### src/design/drive_di_cfg.svh
// Constants of the digital input function decoder.
// Assumes inclusion by bare name from the package and design modules.
`ifndef DRIVE_DI_CFG_SVH
`define DRIVE_DI_CFG_SVH

// Terminal function codes
`define FN_MREF1        6'h0C
`define FN_MREF2        6'h0D
`define FN_MREF3        6'h0E
`define FN_MREF4        6'h0F
`define FN_ACCDEC1      6'h10
`define FN_ACCDEC2      6'h11
`define FN_AUX_PRESET   6'h28
`define FN_MOTOR_SEL    6'h29
`define FN_PID_GAIN     6'h2B
`define FN_USER_FAULT1  6'h2C
`define FN_USER_FAULT2  6'h2D
`define FN_MODE_SWAP    6'h2E
`define FN_ESTOP        6'h2F
`define FN_STOP_DEC4    6'h30
`define FN_DECEL_DCB    6'h31
`define FN_RUNTIME_CLR  6'h32
`define FN_LINE_SWAP    6'h33

// Fault codes, selector values, modes
`define USER_FAULT_ONE_CODE 8'h1B
`define USER_FAULT_TWO_CODE 8'h1C
`define PID_SW_BY_TERMINAL  4'h1
`define CMD_TWO_LINE_1      2'h0
`define CMD_THREE_LINE_1    2'h2
`define ACCDEC_TIME_4       2'h3

// Timing and scaling
`define CLK_PERIOD_NS   5
`define FILTER_UNIT_NS  1000000
`define FILTER_MAX_MS   10'h3E8
`define FILTER_DEF_MS   10'h00A
`define PCT_FULL_SCALE  32'h0000_2710

`endif

### src/design/drive_di_pkg.sv
// Types shared by the digital input function decoder.
// Assumes drive_di_cfg.svh is on the include path.
`include "drive_di_cfg.svh"

package drive_di_pkg;
    typedef logic [5:0] func_code_t;
    typedef logic [1:0] cmd_mode_t;
    typedef enum logic [1:0] {
        DCB_IDLE,
        DCB_DECEL,
        DCB_BRAKE
    } dcb_state_e;
endpackage : drive_di_pkg

### src/design/ref_table.sv
// Sixteen-entry multi-reference store with registered read data.
// Assumes one writer from the control core and a single clock.
`timescale 1ns/1ps

module ref_table #(
    parameter int DEPTH = 16,
    parameter int W     = 16,
    parameter int AW    = 4
) (
    // Clock and reset
    input  wire logic          clk_sys_in,
    input  wire logic          rst_n_in,
    // Write port
    input  wire logic          wr_en_in,
    input  wire logic [AW-1:0] wr_addr_in,
    input  wire logic [W-1:0]  wr_data_in,
    // Read port
    input  wire logic [AW-1:0] rd_addr_in,
    output logic      [W-1:0]  rd_data_out
);
    logic [W-1:0] mem_r [DEPTH];

    // Cleared at reset so an unwritten reference selects zero
    always_ff @(posedge clk_sys_in or negedge rst_n_in) begin
        if (!rst_n_in) begin
            for (int i = 0; i < DEPTH; i++) begin
                mem_r[i] <= '0;
            end
        end else if (wr_en_in) begin
            mem_r[wr_addr_in] <= wr_data_in;
        end
    end

    always_ff @(posedge clk_sys_in or negedge rst_n_in) begin
        if (!rst_n_in) begin
            rd_data_out <= '0;
        end else begin
            rd_data_out <= mem_r[rd_addr_in];
        end
    end
endmodule : ref_table

### src/design/drive_di_functions.sv
// Digital input terminal filter and function decoder of the drive.
// Assumes terminal levels synchronous to clk_sys_in, active high = ON.
`timescale 1ns/1ps
`include "drive_di_cfg.svh"

module drive_di_functions
    import drive_di_pkg::*;
#(
    parameter int N_DI          = 8,
    parameter int CNT_W         = 28,
    parameter int REF_W         = 16,
    parameter int FREQ_W        = 16,
    parameter int CYCLES_PER_MS = `FILTER_UNIT_NS / `CLK_PERIOD_NS
) (
    // Clock and reset
    input  wire logic                clk_sys_in,
    input  wire logic                rst_n_in,
    // Terminals and their function assignment
    input  wire logic [N_DI-1:0]     di_level_in,
    input  wire logic [N_DI*6-1:0]   di_function_in,
    input  wire logic [9:0]          input_filter_time_setting_in,
    // Settings
    input  wire logic [3:0]          pid_gain_switch_source_in,
    input  wire logic                base_control_mode_setting_in,
    input  wire cmd_mode_t           terminal_command_mode_setting_in,
    input  wire logic [FREQ_W-1:0]   preset_frequency_setting_in,
    input  wire logic [FREQ_W-1:0]   maximum_frequency_setting_in,
    // Control core status
    input  wire logic [FREQ_W-1:0]   aux_freq_in,
    input  wire logic [FREQ_W-1:0]   output_frequency_in,
    input  wire logic [FREQ_W-1:0]   dcb_start_freq_in,
    input  wire logic [15:0]         current_upper_limit_in,
    input  wire logic                fault_ack_in,
    // Reference table write
    input  wire logic                ref_wr_en_in,
    input  wire logic [3:0]          ref_wr_addr_in,
    input  wire logic [REF_W-1:0]    ref_wr_data_in,
    // Decoded selections
    output logic [N_DI-1:0]          di_filtered_out,
    output logic                     aux_preset_sel_out,
    output logic [FREQ_W-1:0]        aux_freq_out,
    output logic                     motor_set_sel_out,
    output logic                     pid_gain_set_out,
    output logic                     user_fault_out,
    output logic [7:0]               fault_code_out,
    output logic                     control_mode_out,
    output logic                     estop_out,
    output logic [15:0]              estop_current_out,
    output logic                     forced_stop_out,
    output logic [1:0]               accdec_sel_out,
    output logic                     decel_dcb_out,
    output logic                     dc_brake_out,
    output logic                     run_time_clear_out,
    output cmd_mode_t                command_mode_out,
    output logic [3:0]               multi_ref_idx_out,
    output logic [REF_W-1:0]         multi_ref_pct_out,
    output logic [FREQ_W-1:0]        multi_ref_freq_out
);

    // ==================================================================
    // Input filter
    // ==================================================================
    logic [9:0]       filt_ms;
    logic [CNT_W-1:0] filt_lim_r;
    logic [N_DI-1:0]  filt_r;
    logic [CNT_W-1:0] filt_cnt_r [N_DI];

    // Out-of-range setting clamps to the longest interval
    assign filt_ms = (input_filter_time_setting_in > `FILTER_MAX_MS) ?
                     `FILTER_MAX_MS : input_filter_time_setting_in;

    always_ff @(posedge clk_sys_in or negedge rst_n_in) begin
        if (!rst_n_in) begin
            filt_lim_r <= CNT_W'(`FILTER_DEF_MS * CYCLES_PER_MS);
        end else begin
            filt_lim_r <= CNT_W'(filt_ms * CYCLES_PER_MS);
        end
    end

    // Any bounce restarts the count, so only a steady level gets through
    for (genvar g = 0; g < N_DI; g++) begin : g_filt
        always_ff @(posedge clk_sys_in or negedge rst_n_in) begin
            if (!rst_n_in) begin
                filt_r[g]     <= 1'b0;
                filt_cnt_r[g] <= '0;
            end else if (di_level_in[g] == filt_r[g]) begin
                filt_cnt_r[g] <= '0;
            end else if (filt_cnt_r[g] >= filt_lim_r) begin
                filt_r[g]     <= di_level_in[g];
                filt_cnt_r[g] <= '0;
            end else begin
                filt_cnt_r[g] <= filt_cnt_r[g] + 1'b1;
            end
        end
    end

    always_ff @(posedge clk_sys_in or negedge rst_n_in) begin
        if (!rst_n_in) begin
            di_filtered_out <= '0;
        end else begin
            di_filtered_out <= filt_r;
        end
    end

    // ==================================================================
    // Function decode
    // ==================================================================
    logic [63:0] act;

    // Several terminals on one function act as a wired OR
    always_comb begin
        act = '0;
        for (int i = 0; i < N_DI; i++) begin
            if (filt_r[i]) begin
                act[func_code_t'(di_function_in[i*6 +: 6])] = 1'b1;
            end
        end
    end

    // ==================================================================
    // Frequency source, motor, gains, mode
    // ==================================================================
    always_ff @(posedge clk_sys_in or negedge rst_n_in) begin
        if (!rst_n_in) begin
            aux_preset_sel_out <= 1'b0;
            aux_freq_out       <= '0;
        end else begin
            aux_preset_sel_out <= act[`FN_AUX_PRESET];
            aux_freq_out       <= act[`FN_AUX_PRESET] ?
                                  preset_frequency_setting_in : aux_freq_in;
        end
    end

    always_ff @(posedge clk_sys_in or negedge rst_n_in) begin
        if (!rst_n_in) begin
            motor_set_sel_out <= 1'b0;
            pid_gain_set_out  <= 1'b0;
            control_mode_out  <= 1'b0;
        end else begin
            motor_set_sel_out <= act[`FN_MOTOR_SEL];
            pid_gain_set_out  <= (pid_gain_switch_source_in == `PID_SW_BY_TERMINAL)
                                 && act[`FN_PID_GAIN];
            control_mode_out  <= base_control_mode_setting_in
                                 ^ act[`FN_MODE_SWAP];
        end
    end

    always_ff @(posedge clk_sys_in or negedge rst_n_in) begin
        if (!rst_n_in) begin
            command_mode_out <= `CMD_TWO_LINE_1;
        end else if (terminal_command_mode_setting_in == `CMD_TWO_LINE_1
                     && act[`FN_LINE_SWAP]) begin
            command_mode_out <= `CMD_THREE_LINE_1;
        end else begin
            command_mode_out <= terminal_command_mode_setting_in;
        end
    end

    // ==================================================================
    // User faults
    // ==================================================================
    // Sticky until acknowledged; a fault present at the ack stays set
    always_ff @(posedge clk_sys_in or negedge rst_n_in) begin
        if (!rst_n_in) begin
            user_fault_out <= 1'b0;
            fault_code_out <= '0;
        end else if (act[`FN_USER_FAULT1]) begin
            user_fault_out <= 1'b1;
            fault_code_out <= `USER_FAULT_ONE_CODE;
        end else if (act[`FN_USER_FAULT2]) begin
            user_fault_out <= 1'b1;
            fault_code_out <= `USER_FAULT_TWO_CODE;
        end else if (fault_ack_in) begin
            user_fault_out <= 1'b0;
            fault_code_out <= '0;
        end
    end

    // ==================================================================
    // Stops and speed selectors
    // ==================================================================
    always_ff @(posedge clk_sys_in or negedge rst_n_in) begin
        if (!rst_n_in) begin
            estop_out         <= 1'b0;
            estop_current_out <= '0;
        end else begin
            estop_out         <= act[`FN_ESTOP];
            estop_current_out <= act[`FN_ESTOP] ? current_upper_limit_in : '0;
        end
    end

    // Forced stop overrides the terminal selection of time pair
    always_ff @(posedge clk_sys_in or negedge rst_n_in) begin
        if (!rst_n_in) begin
            forced_stop_out <= 1'b0;
            accdec_sel_out  <= '0;
        end else begin
            forced_stop_out <= act[`FN_STOP_DEC4];
            accdec_sel_out  <= act[`FN_STOP_DEC4] ? `ACCDEC_TIME_4 :
                               {act[`FN_ACCDEC2], act[`FN_ACCDEC1]};
        end
    end

    always_ff @(posedge clk_sys_in or negedge rst_n_in) begin
        if (!rst_n_in) begin
            run_time_clear_out <= 1'b0;
        end else begin
            run_time_clear_out <= act[`FN_RUNTIME_CLR] && !run_time_clear_out;
        end
    end

    // ==================================================================
    // Deceleration DC braking
    // ==================================================================
    dcb_state_e dcb_r;
    dcb_state_e dcb_nxt;

    always_comb begin
        dcb_nxt = dcb_r;
        unique case (dcb_r)
            DCB_IDLE: begin
                if (act[`FN_DECEL_DCB]) dcb_nxt = DCB_DECEL;
            end
            DCB_DECEL: begin
                if (!act[`FN_DECEL_DCB]) dcb_nxt = DCB_IDLE;
                else if (output_frequency_in <= dcb_start_freq_in) dcb_nxt = DCB_BRAKE;
            end
            DCB_BRAKE: begin
                if (!act[`FN_DECEL_DCB]) dcb_nxt = DCB_IDLE;
            end
            default: dcb_nxt = DCB_IDLE;
        endcase
    end

    always_ff @(posedge clk_sys_in or negedge rst_n_in) begin
        if (!rst_n_in) begin
            dcb_r         <= DCB_IDLE;
            decel_dcb_out <= 1'b0;
            dc_brake_out  <= 1'b0;
        end else begin
            dcb_r         <= dcb_nxt;
            decel_dcb_out <= (dcb_nxt == DCB_DECEL);
            dc_brake_out  <= (dcb_nxt == DCB_BRAKE);
        end
    end

    // ==================================================================
    // Multi-reference
    // ==================================================================
    logic [3:0]       mref_idx;
    logic [REF_W-1:0] mref_rd;
    logic [31:0]      mref_prod;

    assign mref_idx = {act[`FN_MREF4], act[`FN_MREF3],
                       act[`FN_MREF2], act[`FN_MREF1]};

    ref_table #(
        .DEPTH (16),
        .W     (REF_W),
        .AW    (4)
    ) u_ref_table (
        .clk_sys_in  (clk_sys_in),
        .rst_n_in    (rst_n_in),
        .wr_en_in    (ref_wr_en_in),
        .wr_addr_in  (ref_wr_addr_in),
        .wr_data_in  (ref_wr_data_in),
        .rd_addr_in  (mref_idx),
        .rd_data_out (mref_rd)
    );

    // References are in hundredths of a percent; above full scale is not clamped
    assign mref_prod = 32'(mref_rd) * 32'(maximum_frequency_setting_in);

    always_ff @(posedge clk_sys_in or negedge rst_n_in) begin
        if (!rst_n_in) begin
            multi_ref_idx_out  <= '0;
            multi_ref_pct_out  <= '0;
            multi_ref_freq_out <= '0;
        end else begin
            multi_ref_idx_out  <= mref_idx;
            multi_ref_pct_out  <= mref_rd;
            multi_ref_freq_out <= FREQ_W'(mref_prod / `PCT_FULL_SCALE);
        end
    end
endmodule : drive_di_functions

### config.mk
export PLATFORM = sky130hd
export DESIGN_NAME = drive_di_functions
export DESIGN_NICKNAME = d
export VERILOG_FILES = /design/src/design/drive_di_pkg.sv /design/src/design/ref_table.sv /design/src/design/drive_di_functions.sv
export VERILOG_INCLUDE_DIRS = /design/src /design/src/design
export SDC_FILE = /design/constraint.sdc
export NUM_CORES = 2
export LEC_CHECK = 0
export ABC_CLOCK_PERIOD_IN_PS = 51500
export BUFFER_PORTS_ARGS = -buffer_cell sky130_fd_sc_hd__buf_2
export CAP_MARGIN = 25
export CORE_MARGIN = 8
export CORE_UTILIZATION = 52
export CTS_CLUSTER_SIZE = 40
export DETAILED_ROUTE_END_ITERATION = 10
export PLACE_DENSITY = 0.7
export SETUP_SLACK_MARGIN = 0.05
export SLEW_MARGIN = 25
export SYNTH_ARGS = -nofsm -noshare
export SYNTH_HDL_FRONTEND = slang
export SYNTH_SLANG_ARGS = --single-unit
### constraint.sdc
create_clock -name clk_sys_in -period 51.5 [get_ports clk_sys_in]
set_clock_uncertainty 0.2 [all_clocks]
set_input_delay 7.725 -clock clk_sys_in [delete_from_list [all_inputs] [get_ports clk_sys_in]]
set_output_delay 7.725 -clock clk_sys_in [all_outputs]
set_load 0.01 [all_outputs]
# Word level (Yosys, flattened, before mapping)
# Index checks and enable logic that the tools add are counted.
[word_totals]
output_inout_bits = 98
n_memories = 0
romBits = 0
ramBits = 0
regBits = 626
latch_bits = 0
word_cells = 211
[op_classes]
n_bitwise = 18
muxes = 62
div_mod_pow = 1
shift = 0
n_eq_ne = 13
n_mul = 2
add_sub_neg = 8
order_cmp = 29
n_reduce_logical = 24
[ops]
columns = ["operator", "n"]
rows = [
  ["2-to-1 mux 28 bit", 16],
  ["2-to-1 mux 52 bit", 8],
  ["OR 52 bit", 7],
  ["bitwise mux 256 bit", 1],
  ["adder 28 x 1 -> 28 bit, second input constant", 8],
  ["greater-or-equal comparator 28 bit", 8],
  ["2-to-1 mux 16 bit", 5],
  ["binary-select mux 16 bit (select 4 bit)", 1],
  ["demux 16 bit (select 4 bit)", 1],
  ["less-than comparator 6 x 7 -> 1 bit, second input constant", 8],
  ["demux 1 bit (select 6 bit)", 8],
  ["greater-or-equal comparator 6 x 1 -> 1 bit, second input constant", 8],
  ["divider 32 x 14 -> 32 bit, second input constant", 1],
  ["multiplier 16 x 16 -> 32 bit", 1],
  ["2-to-1 mux 8 bit", 3],
  ["multiplier 10 x 12 -> 22 bit, second input constant", 1],
  ["<= comparator 16 bit", 1],
  ["AND reduction 2 bit", 8],
  ["logical AND 1 bit", 12],
  ["2-to-1 mux 2 bit", 6],
  ["2-to-1 mux 1 bit", 11],
  ["greater-or-equal comparator 5 bit, second input constant", 2],
  ["greater-than comparator 10 bit, second input constant", 1],
  ["2-to-1 mux 10 bit", 1],
  ["12 further kinds", 30],
]

# Depth between registers and ports, before layout
[depth]
depth_word = 23
mapped_depth = 89
depth_no_buf = 81

# Modules after synthesis
# A second synthesis with hierarchy kept.
[unflattened]
hier_cells = 5149
hier_area_um2 = 50231.9
[by_module_without_submodules]
columns = ["mod", "area_per_inst_um2", "cells_per_inst", "n_inst", "seq_area_each_um2"]
rows = [
  ["drive_di_functions", 38329.3, 4422, 1, 8717.1],
  ["ref_table", 11902.7, 727, 1, 6806.5],
]

# Worst setup path after synthesis
# OpenSTA, ideal clock, no wires.
[synth_timing]
kind = "input -> register"
from = "input port maximum_frequency_setting_in[9]"
to = "register multi_ref_freq_out[0]"
t_arrival_ns = 27.878
path_stages = 79
path_buffers = 7
path_slack_ns = 23.292
path_cell_list = "clkbuf_1 > nand2_1 > fa_1 > inv_1 > fa_1 > fa_1 > fa_1 > fa_1 > inv_1 > fa_1 > inv_1 > ha_1 > buf_2 > nand2_2 > or4_4 > a2111oi_4 > nor2_1 > a31o_1 > [43 not listed] > mux2i_1 > inv_1 > a311oi_1 > mux2i_1 > a221oi_1 > or2_1 > o21a_2 > mux2_4 > a311oi_4 > o31ai_1 > a21o_1 > maj3_2 > xor2_2 > o41ai_4 > a21oi_1 > or4b_1 > a31oi_1 > o32ai_1"
[synth_via]
elab_chain_cells = 2
[synth_rtl]
columns = ["item", "line_no", "rtl"]
rows = [
  ["from (decl)", "drive_di_functions.sv:27", "input wire logic [FREQ_W-1:0] maximum_frequency_setting_in,"],
  ["multiplier 16 x 16 -> 32 bit", "drive_di_functions.sv:272", "assign mref_prod = 32'(mref_rd) * 32'(maximum_frequency_setting_in);"],
  ["divider 32 x 14 -> 32 bit (no line)", "--", ""],
  ["to (signal assigned)", "drive_di_functions.sv:282", "multi_ref_freq_out <= FREQ_W'(mref_prod / `PCT_FULL_SCALE);"],
  ["to (decl)", "drive_di_functions.sv:57", "output logic [FREQ_W-1:0] multi_ref_freq_out"],
]
# No other way between the ends.
# A chain may end at the register's enable or synchronous reset.

# Final worst setup path
[layout_timing]
from = "input port maximum_frequency_setting_in[12]"
to = "register multi_ref_freq_out[0]"
# The elaborated chain is that of the path after synthesis.

==> results by group <==
Floorplan
  – Die Wd: 326.9 um
  – Core Box Area: 96280 sq um
  – I/O Pins: approximately 290
  – Die Y-Extent: 326.9 um
  – Starting Density: 52.22%
  – DIE AREA: 106900 sq um
  – Row count: 114

GRT
  – Pin count of the biggest net entering global routing: just under 100
  – Vias in the first global route: 39970
  – First-pass GRT wire length: 211100 um
  – Tot GR Track Use: 23.69%
  – Grt ovf: 0
  – Antenna violations before repair: 11

Critical path
  – Crit Path Max Fanout: 16
  – R2R setup slack: about 26 ns
  – Setup crit end kind: register
  – CP Capture Point: multi_ref_freq_out[0]
  – Critical path arrival: 32.21 ns
  – Worst EP required: 51.81 ns
  – Crit start category: primary input
  – Reg2Reg Capture Point: multi_ref_freq_out[0]
  – Worst path slowest cell: mux2i_1
  – Reg2Reg Launch Point: u_ref_table.rd_data_out[12]
  – R2R depth: 75
  – Worst Setup SP: maximum_frequency_setting_in[12]
  – WS Path Type: in2reg
  – CP max stage delay: 0.79 ns
  – Most frequent cell on the critical path: fa_1

Placed design
  – Final Wtd Congestion: 0.9269
  – Placed Area: between 50000 and 60000 sq um
  – Dpl hpwl: around 93000 um
  – Port buffer count: 287

Logic synthesis
  – Area leader, netlist: dfrtp_1
  – Fraction of registers with async set/reset: 100.0%
  – Register area share after synthesis: 30.88%
  – Main synth FF type: dfrtp_1
  – Syn avg cell area: 9.415 sq um
  – Synth Warn #: 0
  – Post-synth top area share: 30.51%
  – Post-synth EDFFs: 0
  – Synth unique cells: 136
  – Synth Cell Area: 50280 sq um
  – Mapped Cells: roughly 5300
  – FF+latch count, synth: 620
  – Area contributors post-synth: dfrtp_1 (31%), ha_1 (9.6%), fa_1 (8.4%)

STA
  – Final Slew Violations: 0
  – Fin crit share: about 62%
  – Final setup TNS: 0 ns
  – Rel. slew slack: 31.22%
  – Final Critical Period: between 30 and 40 ns
  – Endpoints failing hold: 0
  – Fmax: 0.03135 GHz
  – Worst-Margin Slew: 1.024 ns
  – # setup viols final: 0
  – RSZ-0062 raised after global routing: no

Drt
  – Drt first pass iters: 5
  – Vias/cell: 5.823
  – Iteration-0 DRC Markers: approximately 2700
  – Via count: roughly 40000
  – DRC viols: 0
  – Final wirelength: about 130000 um
  – Antenna Violating Nets Remaining: 0
  – DR WL/cell: ~19 um

Clocking
  – Worst-skew pair later-pin latency: 0.64 ns
  – CTS clk-pin slew, worst paths: 0.06 ns
  – Post-CTS Setup Bufs: 0
  – Clk sinks: 620
  – Resized cells post-CTS: 0
  – Max Buffers Root-to-Sink: 3
  – Clock buffer count from CTS: 72
  – CTS tree: built
  – H-tree levels: 3
  – Root Driver: clkbuf_16
  – CTS Hold Bufs: 0

Layout
  – Nets: 6322
  – P&R area growth vs syn: 9.833%
  – Layout cell share with drive strength beyond 1: 15.66%
  – Commonest non-fill, non-tap cell in the layout: dfrtp_1
  – Final core occ: a little under three fifths
  – Fillers: 8412
  – Most frequent cells in the layout: dfrtp_1 (613), nand2_1 (470), nor2_1 (414)
  – Final Cell Area: ~55000 sq um

Job
  – Max cap viols: 0

Hold path
  – Hold path cells: 1
  – Min-delay worst type: reg2reg

Status
  – Outcome: completed
-- synthesized netlist by cell type (all sizes together), types with 163 or more instances --
cell type,count
dfrtp,613
nand2,474
nor2,426
ha,386
inv,384
mux2,288
and2,247
fa,212
a21oi,204
xor2,185
clkbuf,169
xnor2,163
-- cell families (layout without fill, tap and decap cells) --
kind of cell / Yosys count / in the layout / synth area share [%]
buffers and inverters: 596 / 841 / 4.671
AO/OA/AOI/OAI: 944 / 944 / 13.51
XOR/XNOR: 348 / 348 / 6.234
multiplexers: 314 / 314 / 6.991
flip-flops: 620 / 620 / 30.88
other: 1 / 12 / 0.007459
AND/OR/NAND/NOR: 1900 / 1900 / 19.28
adder cells (fa/ha/maj): 617 / 617 / 18.43
-- worst max-delay path: cells and delay by family --
family / cells / cell delay (ns)
XOR/XNOR: 5 / 1.85
AND/OR/NAND/NOR: 19 / 5.33
multiplexers: 4 / 1.88
AO/OA/AOI/OAI: 32 / 10.14
adder cells (fa/ha/maj): 9 / 4.40
buffers and inverters: 6 / 0.89
-- area by class of cell --
type | count | area (sq um) | area share (%)
inverter | 385 | 1448 | 2.622
clock buffer | 101 | 2095 | 3.793
timing repair buffer | 326 | 1750 | 3.170
clock inverter | 29 | 297.8 | 0.5393
tap | 1276 | 1597 | 2.891
antenna | 9 | 22.52 | 0.04078
sequential | 620 | 15520 | 28.11
multi-input combinational | 4126 | 32490 | 58.83
-- layer usage --
metal	vias to the layer above	wire length, um	global-route usage, %	part of all wire (%)
met2	1127	61190	39.27	47
met5	-	54	0	0.041
met1	19630	58620	32.25	45
met3	217	7402	3.786	5.7
met4	8	2961	6.338	2.3
li1	19040	-	-	-
-- worst min path at each step --
stage	startpoint	endpoint	slack, ns
after detailed placement	run_time_clear_out	run_time_clear_out	0.25
final	run_time_clear_out	run_time_clear_out	0.27
after global routing	run_time_clear_out	run_time_clear_out	0.27
after floorplan	filt_r[0]	di_filtered_out[0]	0.15
after global placement	run_time_clear_out	run_time_clear_out	0.25
after CTS	run_time_clear_out	run_time_clear_out	0.26
-- state kept, by name, indices dropped and copies added, names as in the netlist, 4 cells and up --
name and flops:
aux_freq_out 16, di_filtered_out 8, estop_current_out 16, filt_cnt_r 224
filt_lim_r 22, filt_r 8, multi_ref_freq_out 16, multi_ref_idx_out 4
multi_ref_pct_out 16, u_ref_table.mem_r 256, u_ref_table.rd_data_out 16
-- per-stage QoR --
| stage | setup slack, ns | cells | hold WS [ns] |
|---|---|---|---|
| floorplan | 23.29 | 5342 | 0.1519 |
| global placement | 20.06 | 6733 | 0.2477 |
| detailed placement | 19.31 | 6733 | 0.2542 |
| CTS | 19.94 | 6863 | 0.2627 |
| global route | 17.87 | 6866 | 0.2733 |
| finish | 19.60 | 6872 | 0.2658 |
Power is not shown: default switching activity piles up to over one toggle a cycle in this logic, so the estimate is an artifact.
